$ cat src/hdl/frame_addr_pkg.sv
// constants and carrier types for the rotated frame address controller
// assumes one 25 MHz clock domain and a device register port of word writes
package frame_addr_pkg;

  // software-side register offsets
  localparam logic [7:0] SW_CTRL = 8'h00;
  localparam logic [7:0] SW_PANEL = 8'h04;
  localparam logic [7:0] SW_FORMAT = 8'h08;
  localparam logic [7:0] SW_CORNER = 8'h0C;
  localparam logic [7:0] SW_STATUS = 8'h10;
  localparam logic [7:0] SW_START_RES = 8'h14;
  localparam logic [7:0] SW_STRIDE_RES = 8'h18;

  // device register offsets
  localparam logic [7:0] DEV_SETTINGS = 8'h10;
  localparam logic [7:0] DEV_START = 8'h40;
  localparam logic [7:0] DEV_STRIDE = 8'h44;

  // field positions and widths
  localparam int DIM_W = 10;
  localparam int HI_LSB = 16;
  localparam int ORI_LSB = 16;
  localparam int BPP_W = 5;
  localparam int START_W = 16;
  localparam int STRIDE_W = 10;
  localparam int MATH_W = 24;
  localparam int GO_BIT = 0;
  localparam int BUSY_BIT = 0;
  localparam int DONE_BIT = 1;
  localparam int ERR_BIT = 2;

  // arithmetic constants
  localparam logic [MATH_W-1:0] DWORD_BYTES = 24'h00_0004;
  localparam logic [MATH_W-1:0] PAD_MASK = 24'h00_0003;
  localparam logic [MATH_W-1:0] ONE = 24'h00_0001;
  localparam int BYTE_SHIFT = 3;
  localparam int WORD_BITS_LOG = 5;
  localparam logic [31:0] RESET_WORD = 32'h0000_0000;

  typedef enum logic [1:0] {
    ORI_0 = 2'h0,
    ORI_90 = 2'h1,
    ORI_180 = 2'h2,
    ORI_270 = 2'h3
  } ori_t;

  typedef enum logic [2:0] {
    ST_IDLE = 3'h0,
    ST_MUL_CORNER = 3'h1,
    ST_MUL_FAR = 3'h3,
    ST_CALC = 3'h2,
    ST_WR_SET = 3'h6,
    ST_WR_START = 3'h7,
    ST_WR_OFS = 3'h5
  } ctl_state_t;

  typedef struct packed {
    logic wr;
    logic rd;
    logic [7:0] addr;
    logic [31:0] wdata;
  } sw_req_t;

  typedef struct packed {
    logic valid;
    logic [7:0] addr;
    logic [31:0] wdata;
  } dev_req_t;

endpackage

$ cat src/hdl/seq_multiplier.sv
// shift-and-add multiplier, one multiplier bit per clock
// assumes start is a one-cycle pulse given only while idle
module seq_multiplier import frame_addr_pkg::*; #(
  parameter int A_W = 10,
  parameter int B_W = 12,
  parameter int P_W = A_W + B_W
) (
  // clock and reset
  input wire logic clk,
  input wire logic rst,
  // operands
  input wire logic start,
  input wire logic [A_W-1:0] a,
  input wire logic [B_W-1:0] b,
  // result
  output logic done,
  output logic [P_W-1:0] product
);

  localparam int CNT_W = $clog2(A_W + 1);

  typedef struct packed {
    logic busy;
    logic done;
    logic [CNT_W-1:0] cnt;
    logic [P_W-1:0] acc;
    logic [P_W-1:0] mcand;
    logic [A_W-1:0] mplier;
  } mul_state_t;

  mul_state_t r_reg;
  mul_state_t r_next;

  ////////////////////////////////////////////////////////////////////////
  always_comb begin
    r_next = r_reg;
    r_next.done = 1'b0;
    if (start && !r_reg.busy) begin
      r_next.busy = 1'b1;
      r_next.cnt = CNT_W'(A_W);
      r_next.acc = '0;
      r_next.mcand = P_W'(b);
      r_next.mplier = a;
    end else if (r_reg.busy) begin
      if (r_reg.mplier[0]) begin
        r_next.acc = r_reg.acc + r_reg.mcand;
      end
      r_next.mcand = r_reg.mcand << 1;
      r_next.mplier = r_reg.mplier >> 1;
      r_next.cnt = r_reg.cnt - CNT_W'(1);
      if (r_reg.cnt == CNT_W'(1)) begin
        r_next.busy = 1'b0;
        r_next.done = 1'b1;
      end
    end
  end

  always_ff @(posedge clk or posedge rst) begin
    if (rst) begin
      r_reg <= '0;
    end else begin
      r_reg <= r_next;
    end
  end

  assign done = r_reg.done;
  assign product = r_reg.acc;

endmodule

$ cat src/hdl/frame_addr_ctrl.sv
// host controller that works out and programs the main window start
// word address and line word stride of a rotating display controller
// assumes the device takes word writes through a valid/ready port
//
// Overview of operation
// - The stride is the byte count of a line, width times bpp over 8, sent as word steps.
// - Image width is at least panel width for 0/180 and at least panel height for 90/270.
// - Image width is a multiple of 32 over bpp, otherwise a slightly wider one is chosen; this controller refuses go and sets err instead.
// - All fractions are truncated before any address or offset register is written.
// - The corner byte address is upper times stride plus left divided by bpp.
// - At 0 degrees the start address is the corner address divided by 4.
// - At 0 degrees the line offset is the width divided by 32 over bpp.
// - At 90 degrees the start is corner plus padded height bytes, over 4, minus 1.
// - At 180 degrees the start adds stride times height-1 and padded width bytes, over 4, less 1.
// - At 270 degrees stride uses height and start is corner plus (width-1) times stride, over 4.
// - At 90 and 270 degrees the line offset is the height divided by 32 over bpp.
// - The display buffer begins at word zero, so a zero corner is the usual case.
module frame_addr_ctrl import frame_addr_pkg::*; #(
  parameter int DIM_WIDTH = DIM_W
) (
  // clock and reset
  input wire logic clk,
  input wire logic rst,
  // software register port
  input wire sw_req_t sw_req,
  output logic [31:0] sw_rdata,
  // device register port
  output dev_req_t dev_req,
  input wire logic dev_ready
);

  localparam int STRIDE_BITS = DIM_WIDTH + 2;

  typedef struct packed {
    ctl_state_t st;
    logic busy;
    logic done;
    logic err;
    logic [DIM_WIDTH-1:0] width;
    logic [DIM_WIDTH-1:0] height;
    logic [DIM_WIDTH-1:0] left;
    logic [DIM_WIDTH-1:0] upper;
    logic [BPP_W-1:0] bpp;
    ori_t ori;
    logic [2:0] bpp_log;
    logic [STRIDE_BITS-1:0] stride;
    logic [MATH_W-1:0] corner;
    logic [MATH_W-1:0] far;
    logic [START_W-1:0] start_addr;
    logic [STRIDE_W-1:0] line_words;
    logic mul_go;
    logic [DIM_WIDTH-1:0] mul_a;
    logic [31:0] rdata;
    dev_req_t dev;
  } ctl_t;

  ctl_t r_reg;
  ctl_t r_next;
  logic mul_done;
  logic [DIM_WIDTH+STRIDE_BITS-1:0] mul_p;

  // byte count of a run of pixels, truncated
  function automatic logic [MATH_W-1:0] bytes_of(input logic [DIM_WIDTH-1:0] pix,
                                                 input logic [2:0] lg);
    logic [MATH_W-1:0] bits;
    bits = MATH_W'(pix) << lg;
    return bits >> BYTE_SHIFT;
  endfunction

  // bytes that pad a byte count up to the next dword
  function automatic logic [MATH_W-1:0] pad_of(input logic [MATH_W-1:0] b);
    return (DWORD_BYTES - b) & PAD_MASK;
  endfunction

  ////////////////////////////////////////////////////////////////////////
  seq_multiplier #(
    .A_W(DIM_WIDTH),
    .B_W(STRIDE_BITS),
    .P_W(DIM_WIDTH + STRIDE_BITS)
  ) u_mul (
    .clk(clk),
    .rst(rst),
    .start(r_reg.mul_go),
    .a(r_reg.mul_a),
    .b(r_reg.stride),
    .done(mul_done),
    .product(mul_p)
  );

  ////////////////////////////////////////////////////////////////////////
  always_comb begin
    logic [2:0] lg;
    logic lg_ok;
    logic [MATH_W-1:0] hb;
    logic [MATH_W-1:0] wb;
    logic [MATH_W-1:0] sum;
    logic [DIM_WIDTH-1:0] line_pix;
    logic dim_ok;
    logic [DIM_WIDTH-1:0] line_dim;
    logic [DIM_WIDTH-1:0] align_mask;
    lg = 3'h0;
    lg_ok = 1'b1;
    hb = '0;
    wb = '0;
    sum = '0;
    line_pix = '0;
    dim_ok = 1'b1;
    line_dim = '0;
    align_mask = '0;
    r_next = r_reg;
    r_next.mul_go = 1'b0;
    r_next.rdata = RESET_WORD;

    case (r_reg.bpp)
      5'h01: lg = 3'h0;
      5'h02: lg = 3'h1;
      5'h04: lg = 3'h2;
      5'h08: lg = 3'h3;
      5'h10: lg = 3'h4;
      default: lg_ok = 1'b0;
    endcase

    // refuse a line that is empty or ends in part of a word
    // a zero dimension would also wrap the minus-one terms to the far end
    if (r_reg.ori == ORI_0 || r_reg.ori == ORI_180) begin
      line_dim = r_reg.width;
    end else begin
      line_dim = r_reg.height;
    end
    align_mask = ~({DIM_WIDTH{1'b1}} << (3'(WORD_BITS_LOG) - lg));
    if (r_reg.width == '0 || r_reg.height == '0) begin
      dim_ok = 1'b0;
    end
    if ((line_dim & align_mask) != '0) begin
      dim_ok = 1'b0;
    end

    // software writes; setup is frozen while a run is in progress
    if (sw_req.wr) begin
      case (sw_req.addr)
        SW_CTRL: begin
          if (sw_req.wdata[GO_BIT] && !r_reg.busy) begin
            if (lg_ok && dim_ok) begin
              r_next.busy = 1'b1;
              r_next.done = 1'b0;
              r_next.err = 1'b0;
              r_next.bpp_log = lg;
              // stride from width, or height when at 270
              if (r_reg.ori == ORI_270) begin
                r_next.stride = STRIDE_BITS'(bytes_of(r_reg.height, lg));
              end else begin
                r_next.stride = STRIDE_BITS'(bytes_of(r_reg.width, lg));
              end
              r_next.mul_a = r_reg.upper;
              r_next.mul_go = 1'b1;
              r_next.st = ST_MUL_CORNER;
            end else begin
              r_next.err = 1'b1;
            end
          end
        end
        SW_PANEL: begin
          if (!r_reg.busy) begin
            r_next.width = sw_req.wdata[DIM_WIDTH-1:0];
            r_next.height = sw_req.wdata[HI_LSB +: DIM_WIDTH];
          end
        end
        SW_FORMAT: begin
          if (!r_reg.busy) begin
            r_next.bpp = sw_req.wdata[BPP_W-1:0];
            r_next.ori = ori_t'(sw_req.wdata[ORI_LSB +: 2]);
          end
        end
        SW_CORNER: begin
          if (!r_reg.busy) begin
            r_next.left = sw_req.wdata[DIM_WIDTH-1:0];
            r_next.upper = sw_req.wdata[HI_LSB +: DIM_WIDTH];
          end
        end
        SW_STATUS: begin
          // sticky flags clear on a one; a flag set this cycle wins below
          if (sw_req.wdata[DONE_BIT]) begin
            r_next.done = 1'b0;
          end
          if (sw_req.wdata[ERR_BIT]) begin
            r_next.err = 1'b0;
          end
        end
        default: ;
      endcase
    end

    // software reads, answered one cycle later; holes read as zero
    if (sw_req.rd) begin
      case (sw_req.addr)
        SW_PANEL: r_next.rdata = {6'h0, r_reg.height, 6'h0, r_reg.width};
        SW_FORMAT: r_next.rdata = {14'h0, r_reg.ori, 11'h0, r_reg.bpp};
        SW_CORNER: r_next.rdata = {6'h0, r_reg.upper, 6'h0, r_reg.left};
        SW_STATUS: r_next.rdata = {29'h0, r_reg.err, r_reg.done, r_reg.busy};
        SW_START_RES: r_next.rdata = {16'h0, r_reg.start_addr};
        SW_STRIDE_RES: r_next.rdata = {22'h0, r_reg.line_words};
        default: r_next.rdata = RESET_WORD;
      endcase
    end

    ////////////////////////////////////////////////////////////////////////
    case (r_reg.st)
      ST_IDLE: ;
      ST_MUL_CORNER: begin
        if (mul_done) begin
          // corner = upper * stride + left / bpp
          r_next.corner = MATH_W'(mul_p) + (MATH_W'(r_reg.left) >> r_reg.bpp_log);
          // second product: rows below for 180, columns for 270
          if (r_reg.ori == ORI_180) begin
            r_next.mul_a = r_reg.height - DIM_WIDTH'(1);
          end else begin
            r_next.mul_a = r_reg.width - DIM_WIDTH'(1);
          end
          r_next.mul_go = 1'b1;
          r_next.st = ST_MUL_FAR;
        end
      end
      ST_MUL_FAR: begin
        if (mul_done) begin
          r_next.far = MATH_W'(mul_p);
          r_next.st = ST_CALC;
        end
      end
      ST_CALC: begin
        hb = bytes_of(r_reg.height, r_reg.bpp_log);
        wb = bytes_of(r_reg.width, r_reg.bpp_log);
        // every division below is a right shift, so fractions drop
        case (r_reg.ori)
          ORI_0: sum = r_reg.corner >> 2;
          ORI_90: sum = ((r_reg.corner + hb + pad_of(hb)) >> 2) - ONE;
          ORI_180: sum = ((r_reg.corner + r_reg.far + wb + pad_of(wb)) >> 2) - ONE;
          ORI_270: sum = (r_reg.corner + r_reg.far) >> 2;
          default: sum = '0;
        endcase
        // words per line from width or height
        // the line dimension was checked for whole words at go
        if (r_reg.ori == ORI_0 || r_reg.ori == ORI_180) begin
          line_pix = r_reg.width;
        end else begin
          line_pix = r_reg.height;
        end
        // start field is 16 bits wide; higher bits cannot reach the device
        r_next.start_addr = sum[START_W-1:0];
        r_next.line_words =
          STRIDE_W'(line_pix >> (3'(WORD_BITS_LOG) - r_reg.bpp_log));
        // orientation and depth into the settings word
        r_next.dev.valid = 1'b1;
        r_next.dev.addr = DEV_SETTINGS;
        r_next.dev.wdata = {14'h0, r_reg.ori, 11'h0, r_reg.bpp};
        r_next.st = ST_WR_SET;
      end
      ST_WR_SET: begin
        if (dev_ready) begin
          // word address of the first fetched word
          r_next.dev.addr = DEV_START;
          r_next.dev.wdata = {16'h0, r_reg.start_addr};
          r_next.st = ST_WR_START;
        end
      end
      ST_WR_START: begin
        if (dev_ready) begin
          r_next.dev.addr = DEV_STRIDE;
          r_next.dev.wdata = {22'h0, r_reg.line_words};
          r_next.st = ST_WR_OFS;
        end
      end
      ST_WR_OFS: begin
        if (dev_ready) begin
          r_next.dev = '0;
          r_next.busy = 1'b0;
          r_next.done = 1'b1;
          r_next.st = ST_IDLE;
        end
      end
      default: begin
        r_next.st = ST_IDLE;
        r_next.busy = 1'b0;
        r_next.dev = '0;
      end
    endcase
  end

  always_ff @(posedge clk or posedge rst) begin
    if (rst) begin
      r_reg <= '0;
    end else begin
      r_reg <= r_next;
    end
  end

  assign sw_rdata = r_reg.rdata;
  assign dev_req = r_reg.dev;

endmodule

$ cat config.mk
export PLATFORM = sky130hd
export DESIGN_NAME = frame_addr_ctrl
export DESIGN_NICKNAME = d
export VERILOG_FILES = /design/src/hdl/frame_addr_pkg.sv /design/src/hdl/seq_multiplier.sv /design/src/hdl/frame_addr_ctrl.sv
export SDC_FILE = /design/constraint.sdc
export NUM_CORES = 1
export LEC_CHECK = 0
export ABC_CLOCK_PERIOD_IN_PS = 7400
export BUFFER_PORTS_ARGS = -buffer_cell sky130_fd_sc_hd__buf_2
export CORE_MARGIN = 3
export CORE_UTILIZATION = 40
export CTS_CLUSTER_DIAMETER = 30
export DETAILED_ROUTE_END_ITERATION = 10
export PLACE_DENSITY = 0.64
export SKIP_LAST_GASP = 1
export SLEW_MARGIN = 20
export SYNTH_ARGS = -nofsm -noshare
export SYNTH_HDL_FRONTEND = slang
export SYNTH_SLANG_ARGS = --single-unit
$ cat constraint.sdc
create_clock -name clk -period 7.4 [get_ports clk]
set_input_delay 0.74 -clock clk [delete_from_list [all_inputs] [get_ports clk]]
set_output_delay 0.74 -clock clk [all_outputs]
set_load 0.02 [all_outputs]
==> results.sh, run 1 <==
export IMPL_synth_area_sq_mm=0.0171
export IMPL_worst_r2r_startpoint="r_reg[138]"
export IMPL_h_tree_depth=2
export IMPL_cts_repair_resized=0
export IMPL_routed_via_density=5.69
export IMPL_synth_top_area_share_pct=35.2
export IMPL_drv_slew=0
export IMPL_postLayoutCoreUtil_pct=46.0
export IMPL_synth_area_leaders="dfrtp_1 35%, ha_1 7.5%, mux2i_1 7.0%"
export IMPL_status="complete, no violations"
export IMPL_routed_wl_um=46400
export IMPL_dp_final_hpwl_um=34500
export IMPL_arrival_ns=6.08
export IMPL_layout_drive_gt1_share_pct=16.3
export IMPL_grt_pass1_vias=13500
export IMPL_end_kind="flip-flop"
export IMPL_drt_iter0_drc=1002
export IMPL_min_period_over_period_pct=76.6
export IMPL_r2r_cells=20
export IMPL_finalHoldViolCount=0
export IMPL_ir_worst_vdd_mv=0.154
export IMPL_grt_pass1_wl_um=73600
export IMPL_gr_total_overflow=0
export IMPL_syn2layout_area_growth_pct=13.3
export IMPL_grt_usage_pct=20.1
export IMPL_fin_area_sq_mm=0.0194
export IMPL_dr_pass1_iters=5
export IMPL_finalSetupViolations=0
export IMPL_syn_avg_cell_area_sq_um=9.21
export IMPL_cts_tree="built"
export IMPL_routedWlPerCell_um=19.0
export IMPL_cp_max_fo=6
export IMPL_fmax_mhz=176
export IMPL_rows=75
export IMPL_cts_sinks=241
export IMPL_synth_ff_type="dfrtp_1"
export IMPL_clk_path_buf_depth=3
export IMPL_coreArea_sq_mm=0.0421
export IMPL_ys_warnings_count=0
export IMPL_powerDensity_mw_per_mm2=238
export IMPL_grt_setup_unrepaired="false"
export IMPL_grt_max_degree=139
export IMPL_antenna_cells=0
export IMPL_holdBufCountCts=0
export IMPL_rr_endpoint="r_reg[108]"
export IMPL_yosysSeqAreaShare_pct=35.2
export IMPL_largest_register_ffs=141
export IMPL_cap_violations=0
export IMPL_r2r_slack_ns=1.73
export IMPL_synth_distinct_cells=86
export IMPL_tightest_slew_ns=1.12
export IMPL_die_w_um=213
export IMPL_die_h_um=213
export IMPL_pin_count=118
export IMPL_synthArstFlopShare_pct=100
export IMPL_cp_cell_sequence="ha_1 -> and2_1 -> a22o_1 -> o31ai_1 -> nand2b_1 -> a21o_1 -> a21oi_1 -> xnor2_1 -> ha_1 -> ha_1 -> a21o_1 -> a21o_1 -> a2111oi_0 -> nor3_1 -> o21ai_0 -> o211a_1 -> nand4b_1 -> nor3_2 -> a31o_1 -> nand3_1"
export IMPL_dpl_cell_area_sq_mm=0.0175
export IMPL_drc=0
export IMPL_nets=2005
export IMPL_crit_slowest_cell="a2111oi_0"
export IMPL_antenna_found_initial=0
export IMPL_clk_pin_slew_ns=0.05
export IMPL_cp_start_kind="flip-flop"
export IMPL_synth_top_cells_by_count="241 x dfrtp_1, 211 x nand2_1, 161 x o21ai_0"
export IMPL_cellLeakagePower_nw=9.01
export IMPL_yosysTopAreaCell="dfrtp_1"
export IMPL_criticalPathCategory="reg2reg"
export IMPL_relSlewSlack_pct=24.8
export IMPL_die_area_sq_mm=0.0453
export IMPL_synth_seq_cells=241
export IMPL_synth_edff_count=0
export IMPL_synth_most_common_cell="dfrtp_1"
export IMPL_fin_crit_ns=5.67
export IMPL_hp_class="in2async"
export IMPL_gp_congestion=0.946
export IMPL_insertion_delay_ns=0.57
export IMPL_vias=13900
export IMPL_clock_skew_ns=0.0389
export IMPL_numPortBuffers=80
export IMPL_root_buffer="clkbuf_16"
export IMPL_syn_inst=1858
export IMPL_postRouteAntennaNets=0
export IMPL_crit_required_ns=7.81
export IMPL_start_util_pct=40.6
export IMPL_postCtsSetupRepairBufs=0
export IMPL_cts_buffers=54
export IMPL_finalSetupTns_ns=0
export IMPL_critPathMaxStageDelay_ns=0.87
export IMPL_whs_ns=0.377
cells in the final DEF, fill, tap and decap left out, drive strengths merged, types with 71 or more instances in the layout:
master  instances
nand2         211
buf           100
clkbuf         71
mux2i         119
o21ai         175
nor2          108
mux2           83
dfrtp         241
ha            102
a21oi          90
metal layers:
| metal | global-route usage, % | share of wire (%) |
|---|---|---|
| met5 | 0 | 0 |
| met4 | 5.99 | 2.4 |
| met3 | 3.44 | 5.6 |
| met2 | 34.5 | 49 |
| met1 | 26.2 | 43 |
worst max-delay path by stage:
stage	startpoint	end	slack, ns	cells after the start
6_report	r_reg[138]	r_reg[108]	1.73	20
5_1_grt	r_reg[138]	r_reg[104]	1.25	20
4_1_cts	r_reg[138]	r_reg[108]	1.82	20
3_5_place_dp	r_reg[138]	r_reg[104]	1.86	20
3_3_place_gp	r_reg[138]	r_reg[104]	1.86	20
2_1_floorplan	rst	dev_req[0]	0.04	1
critical path: cells and delay by family (launching register included):
family                   cells  cell delay (ns)
flip-flops                   1             0.43
adder cells (fa/ha/maj)      3             1.02
XOR/XNOR                     1             0.21
AO/OA/AOI/OAI               10             2.90
AND/OR/NAND/NOR              6             0.94
report_power, final:
part	internal, mW	switching [mW]	leakage [nW]	total (mW)
sequential	1.41	0.139	3.28	1.55
clock	1.71	0.772	0.927	2.48
combinational	0.215	0.367	4.80	0.582
through the flow:
stage | std cells | setup slack (ns) | total power [mW]
floorplan | 1882 | 0.0435 | 2.00
global placement | 2336 | 1.86 | 2.14
detailed placement | 2336 | 1.86 | 2.15
CTS | 2437 | 1.82 | 4.65
global route | 2437 | 1.25 | 4.81
finish | 2437 | 1.73 | 4.61
cells by family (layout without fill, tap and decap cells):
logic type,Yosys count,after routing,share of synthesized area (%)
flops,241,241,35.2
fa+ha+maj,107,107,8.04
xor+xnor,74,74,3.79
buf+inv,237,253,6.89
compound gates,482,482,18.2
other cells,1,25,0.0219
mux,214,214,14.0
simple gates,502,502,13.8
cell type report:
type                            count  area (sq um)
Clock buffer                       71          1500
Clock inverter                     30           424
Multi-Input combinational cell   1404         10000
Inverter                           52           203
Fill cell                        3894         22700
Tap cell                          539           674
Sequential cell                   241          6030
Timing Repair Buffer              100           551
(Power assumes the default switching activity.)
==> run 2, diff against run 1 <==
--- a/config.mk
+++ b/config.mk
@@ -5,7 +5,7 @@
 export SDC_FILE = /design/constraint.sdc
 export NUM_CORES = 1
 export LEC_CHECK = 0
-export ABC_CLOCK_PERIOD_IN_PS = 7400
+export ABC_CLOCK_PERIOD_IN_PS = 5200
 export BUFFER_PORTS_ARGS = -buffer_cell sky130_fd_sc_hd__buf_2
 export CORE_MARGIN = 3
 export CORE_UTILIZATION = 40
==> constraint.sdc (replaced) <==
create_clock -name clk -period 5.2 [get_ports clk]
set_input_delay 0.52 -clock clk [delete_from_list [all_inputs] [get_ports clk]]
set_output_delay 0.52 -clock clk [all_outputs]
set_load 0.02 [all_outputs]
==> run 2 against run 1 <==
  * Sequential power rose by 43%
  * Clock-buffer cell count rose by 4
  * Clock skew fell by 0.0084 ns
  * Non-clock buffer count rose by 30
==> results.sh, run 2 (synthesis results as in run 1) <==
export IMPL_status="complete, no violations"
export IMPL_ir_worst_vdd_mv=0.274
export IMPL_routed_via_density=5.71
export IMPL_powerDensity_mw_per_mm2=341
export IMPL_cap_violations=0
export IMPL_holdBufCountCts=0
export IMPL_tightest_slew_ns=1.16
export IMPL_cp_start_kind="flip-flop"
export IMPL_min_period_over_period_pct=95.0
export IMPL_vias=14100
export IMPL_fmax_mhz=202
export IMPL_fin_crit_ns=4.94
export IMPL_start_util_pct=40.6
export IMPL_cellLeakagePower_nw=9.26
export IMPL_nFillCells=3868
export IMPL_hp_class="in2async"
export IMPL_routedWlPerCell_um=19.5
export IMPL_rows=75
export IMPL_crit_top_cell="a21o_1"
export IMPL_coreArea_sq_mm=0.0421
export IMPL_crit_slowest_cell="dfrtp_1"
export IMPL_multi_input_area_sq_mm=0.0102
export IMPL_clk_pin_slew_ns=0.04
export IMPL_crit_required_ns=5.61
export IMPL_cts_sinks=241
export IMPL_fin_cells=2472
export IMPL_critPathMaxStageDelay_ns=0.41
export IMPL_grt_setup_unrepaired="false"
export IMPL_grt_usage_pct=20.9
export IMPL_drc=0
export IMPL_r2r_slack_ns=0.26
export IMPL_root_buffer="clkbuf_16"
export IMPL_dpl_cell_area_sq_mm=0.0177
export IMPL_die_area_sq_mm=0.0453
export IMPL_die_w_um=213
export IMPL_grt_pass1_vias=13700
export IMPL_finalHoldViolCount=0
export IMPL_grt_pass1_wl_um=75600
export IMPL_layout_drive_gt1_share_pct=19.0
export IMPL_dp_cells=2365
export IMPL_cp_cell_sequence="ha_4 -> and2_1 -> a22o_1 -> o31ai_1 -> nand2b_1 -> a21o_1 -> a21oi_2 -> xnor2_2 -> ha_1 -> ha_1 -> a21o_1 -> a21o_1 -> a21oi_1 -> o21ai_2 -> a2111oi_4 -> buf_4 -> o311a_1 -> a221oi_1 -> buf_4 -> a2111oi_4 -> xnor2_1 -> o221ai_2"
export IMPL_gr_total_overflow=0
export IMPL_routed_wl_um=48200
export IMPL_nets=2038
export IMPL_antenna_found_initial=0
export IMPL_finalSetupTns_ns=0
export IMPL_h_tree_depth=2
export IMPL_postRouteAntennaNets=0
export IMPL_pin_count=118
export IMPL_largest_register_ffs=141
export IMPL_criticalPathCategory="reg2reg"
export IMPL_gp_congestion=0.930
export IMPL_grt_max_degree=124
export IMPL_insertion_delay_ns=0.58
export IMPL_end_kind="flip-flop"
export IMPL_ff_latch_area_sq_mm=0.00603
export IMPL_clk_path_buf_depth=3
export IMPL_relSlewSlack_pct=22.0
export IMPL_clock_skew_ns=0.0305
export IMPL_antenna_cells=0
export IMPL_fin_area_sq_mm=0.0199
export IMPL_dp_final_hpwl_um=35500
export IMPL_final_common_cell="dfrtp_1"
export IMPL_final_cell_mix="240 x dfrtp_1, 211 x nand2_1, 160 x o21ai_0"
export IMPL_drv_slew=0
export IMPL_dr_pass1_iters=7
export IMPL_setup_slack_ns=0.259
export IMPL_cp_max_fo=4
export IMPL_whs_ns=0.0638
export IMPL_cts_buffers=57
export IMPL_syn2layout_area_growth_pct=16.4
export IMPL_numPortBuffers=80
export IMPL_place_ws_ns=0.0972
export IMPL_cts_tree="built"
export IMPL_finalSetupViolations=0
export IMPL_arrival_ns=5.35
export IMPL_die_h_um=213
export IMPL_drt_iter0_drc=1011
[run 2: cell types whose count changed in the layout (fill, tap and decap cells not counted), sizes merged]
| cell | change |
|---|---|
| buf | +30 |
| bufinv | +1 |
| clkbuf | +4 |
| clkinv | +6 |
| clkinvlp | +2 |
| inv | -8 |
[run 2: worst paths after layout]
kind | end | from | depth (start not counted)
setup reg to reg | r_reg[109] | r_reg[114] | 22
hold / removal | sw_rdata[13] | rst | 3
min in group clk | r_reg[184] | sw_req[20] | 2
setup / recovery | r_reg[109] | r_reg[114] | 22
hold reg to reg | dev_req[36] | dev_req[36] | 2
max in group asynchronous | r_reg[171] | rst | 4
[run 2: final cells by class]
| type | count | area share [%] |
|---|---|---|
| repair buffers | 130 | 4.08 |
| flip-flops and latches | 241 | 30.3 |
| inverters | 52 | 0.999 |
| multi-input cells | 1404 | 51.0 |
| clock inverters | 31 | 2.22 |
| clock buffers | 75 | 8.02 |
| well taps | 539 | 3.39 |
[run 2: what timing repair did]
item / CTS / global route
setup endpoints to repair: 0 / 6
setup buffers: 0 / 1
gates resized for setup: 0 / 30
[run 2: through the flow]
| step | total power [mW] | utilization (%) |
|---|---|---|
| 2_1_floorplan | 2.84 | - |
| 4_1_cts | 6.84 | 46.9 |
| 5_1_grt | 7.07 | 47.3 |
| 3_3_place_gp | 3.07 | 42.0 |
| 6_report | 6.80 | 47.3 |
| 3_5_place_dp | 3.09 | 42.0 |
[run 2: report_power, final]
| part | switching (mW) | total (mW) | internal [mW] |
|---|---|---|---|
| logic | 0.552 | 0.873 | 0.321 |
| registers | 0.194 | 2.21 | 2.01 |
| clock network | 1.12 | 3.72 | 2.59 |
| total | 1.87 | 6.80 | 4.93 |
[run 2: critical path, delay by kind of cell, from the launching register on]
| family | cells | cell delay, ns |
|---|---|---|
| AOI/OAI and AO/OA | 13 | 2.50 |
| adders and majority gates | 3 | 0.87 |
| DFF | 1 | 0.41 |
| xor gates and xnor gates | 2 | 0.35 |
| buffers and inverters | 2 | 0.33 |
| and+or+nand+nor | 2 | 0.32 |
[run 2: layer usage]
layer,part of all wire [%],GRT usage (%)
met2,48,35.1
met1,44,27.5
met3,5.1,3.35
met4,3.4,7.32
met5,0,0
==> run 3, diff against run 2 <==
--- a/config.mk
+++ b/config.mk
@@ -7,11 +7,13 @@
 export LEC_CHECK = 0
 export ABC_CLOCK_PERIOD_IN_PS = 5200
 export BUFFER_PORTS_ARGS = -buffer_cell sky130_fd_sc_hd__buf_2
+export CELL_PAD_IN_SITES_DETAIL_PLACEMENT = 1
+export CELL_PAD_IN_SITES_GLOBAL_PLACEMENT = 1
 export CORE_MARGIN = 3
 export CORE_UTILIZATION = 40
 export CTS_CLUSTER_DIAMETER = 30
 export DETAILED_ROUTE_END_ITERATION = 10
-export PLACE_DENSITY = 0.64
+export PLACE_DENSITY = 0.77
 export SKIP_LAST_GASP = 1
 export SLEW_MARGIN = 20
 export SYNTH_ARGS = -nofsm -noshare
==> run 3 against run 2 <==
  * Non-clock buffer count decreased by 1
  * Global-route usage rose by 2.9 points
  * Clock-buffer cell count down 5
  * First-iteration DRC count is 3.1% lower
  * Clock power up 1%
  * Flip-flop and latch count unchanged
  * Register-to-register slack got worse by 0.22 ns
  * Sequential power about the same
  * Core utilization is 0.074 points lower
  * Via count up 3.7%
  * Setup slack got worse by 0.22 ns
==> results.sh, run 3 (synthesis results as in run 1) <==
export IMPL_end_kind="flip-flop"
export IMPL_die_area_sq_mm=0.0453
export IMPL_fin_area_sq_mm=0.0199
export IMPL_drt_iter0_drc=980
export IMPL_drc=0
export IMPL_layout_drive_gt1_share_pct=18.9
export IMPL_syn2layout_area_growth_pct=16.2
export IMPL_relSlewSlack_pct=24.7
export IMPL_grt_pass1_vias=15600
export IMPL_combPwrFrac_pct=13.1
export IMPL_rows=75
export IMPL_cts_buffers=55
export IMPL_pin_count=118
export IMPL_seq_power_share_pct=32.1
export IMPL_arrival_ns=5.58
export IMPL_crit_required_ns=5.62
export IMPL_cap_violations=0
export IMPL_ir_worst_vdd_mv=0.223
export IMPL_routedWlPerCell_um=22.4
export IMPL_cp_max_fo=4
export IMPL_cts_tree="built"
export IMPL_powerDensity_mw_per_mm2=346
export IMPL_antenna_cells=0
export IMPL_nets=2035
export IMPL_whs_ns=0.195
export IMPL_fmax_mhz=194
export IMPL_p_int_mw=4.99
export IMPL_postRouteAntennaNets=0
export IMPL_clock_skew_ns=0.0253
export IMPL_finalSetupViolations=0
export IMPL_finalSetupTns_ns=0
export IMPL_fin_crit_ns=5.16
export IMPL_routed_wl_um=55200
export IMPL_start_util_pct=40.6
export IMPL_insertion_delay_ns=0.57
export IMPL_cts_sinks=241
export IMPL_dp_final_hpwl_um=39500
export IMPL_gr_total_overflow=0
export IMPL_fin_cells=2464
export IMPL_grt_pass1_wl_um=86100
export IMPL_gp_congestion=0.934
export IMPL_final_common_cell="dfrtp_1"
export IMPL_status="complete, no violations"
export IMPL_dpl_cell_area_sq_mm=0.0177
export IMPL_root_buffer="clkbuf_16"
export IMPL_die_w_um=213
export IMPL_min_period_over_period_pct=99.2
export IMPL_criticalPathCategory="reg2reg"
export IMPL_final_cell_mix="240 x dfrtp_1, 211 x nand2_1, 160 x o21ai_0"
export IMPL_coreArea_sq_mm=0.0421
export IMPL_r2r_slack_ns=0.04
export IMPL_grt_usage_pct=23.8
export IMPL_clk_pin_slew_ns=0.05
export IMPL_clkPwrFrac_pct=54.7
export IMPL_routed_via_density=5.95
export IMPL_vias=14600
export IMPL_cp_start_kind="flip-flop"
export IMPL_cellLeakagePower_nw=9.22
export IMPL_dp_cells=2363
export IMPL_numPortBuffers=80
export IMPL_tightest_slew_ns=1.13
export IMPL_finalHoldViolCount=0
export IMPL_postLayoutCoreUtil_pct=47.2
export IMPL_nFillCells=4744
export IMPL_power_switching_mw=1.89
export IMPL_drv_slew=0
export IMPL_clk_path_buf_depth=3
export IMPL_largest_register_ffs=141
export IMPL_report_power_total_mw=6.88
export IMPL_dr_pass1_iters=6
export IMPL_antenna_found_initial=0
export IMPL_swShare_pct=27.5
export IMPL_setup_slack_ns=0.0396
export IMPL_die_h_um=213
export IMPL_grt_max_degree=126
export IMPL_place_ws_ns=-0.0862
export IMPL_hp_class="in2reg"
export IMPL_h_tree_depth=2
==> run 3: cell types whose count changed in the layout (fill, tap and decap cells not counted), sizes merged <==
cell and change:
bufinv +3, clkinv -8, clkinvlp +2, inv +1, buf -2, clkbuf -5, dlygate4sd3 +1
==> run 3: power groups by stage <==
stage	clock network [mW]	logic [mW]	registers (mW)
after global placement	0	0.843	2.22
after CTS	3.82	0.895	2.21
final	3.77	0.903	2.21
after global routing	3.92	1.00	2.23
after detailed placement	0	0.873	2.23
after floorplan	0	0.732	2.11
==> run 3: repair_timing <==
| item | 4_1_cts | 5_1_grt |
|---|---|---|
| buffers inserted | 0 | 1 |
| resized for setup | 5 | 24 |
| cloned | 0 | 0 |
| hold buffers | 1 | 0 |
| pin swaps | 0 | 7 |
| setup endpoints to repair | 5 | 7 |
| endpoints found under the hold margin | 11 | 0 |
==> run 3: layout make-up <==
class                           count  area, sq um  area share [%]
Clock inverter                     29          498            2.50
Inverter                           52          199            1.00
Multi-Input combinational cell   1404        10200            51.1
Tap cell                          539          674            3.39
Clock buffer                       70         1530            7.71
Timing Repair Buffer              129          783            3.94
Sequential cell                   241         6030            30.3
==> run 3: worst max-delay path, cell delays in order, from the launching register on <==
cell       delay (ns)
dfrtp_1          0.42
ha_4             0.28
and2_1           0.20
a22o_1           0.28
o31ai_2          0.24
nand2b_1         0.11
a21o_1           0.20
a21oi_2          0.19
xnor2_2          0.17
ha_1             0.29
ha_1             0.32
a21o_1           0.17
a21o_1           0.20
a2111oi_2        0.33
buf_4            0.18
nor3_1           0.05
o21ai_1          0.24
o211a_1          0.22
nand4b_1         0.25
xnor2_2          0.22
a221oi_2         0.32
o21ai_1          0.13
==> run 3: final timing paths <==
| check | start | to | depth (start not counted) |
|---|---|---|---|
| max reg2reg | r_reg[114] | r_reg[104] | 21 |
| min | sw_req[18] | r_reg[202] | 2 |
| max in group asynchronous | rst | r_reg[185] | 4 |
| max | r_reg[114] | r_reg[104] | 21 |
| min in group asynchronous | rst | r_reg[90] | 3 |
| min reg2reg | dev_req[5] | dev_req[5] | 2 |
==> run 3: layer usage <==
metal	GRT usage [%]	wire length, um	up-vias
met1	29.1	22500	7360
met3	4.06	2910	132
met2	41.9	27700	454
met5	0	0	-
li1	-	-	6703
met4	9.66	2050	0
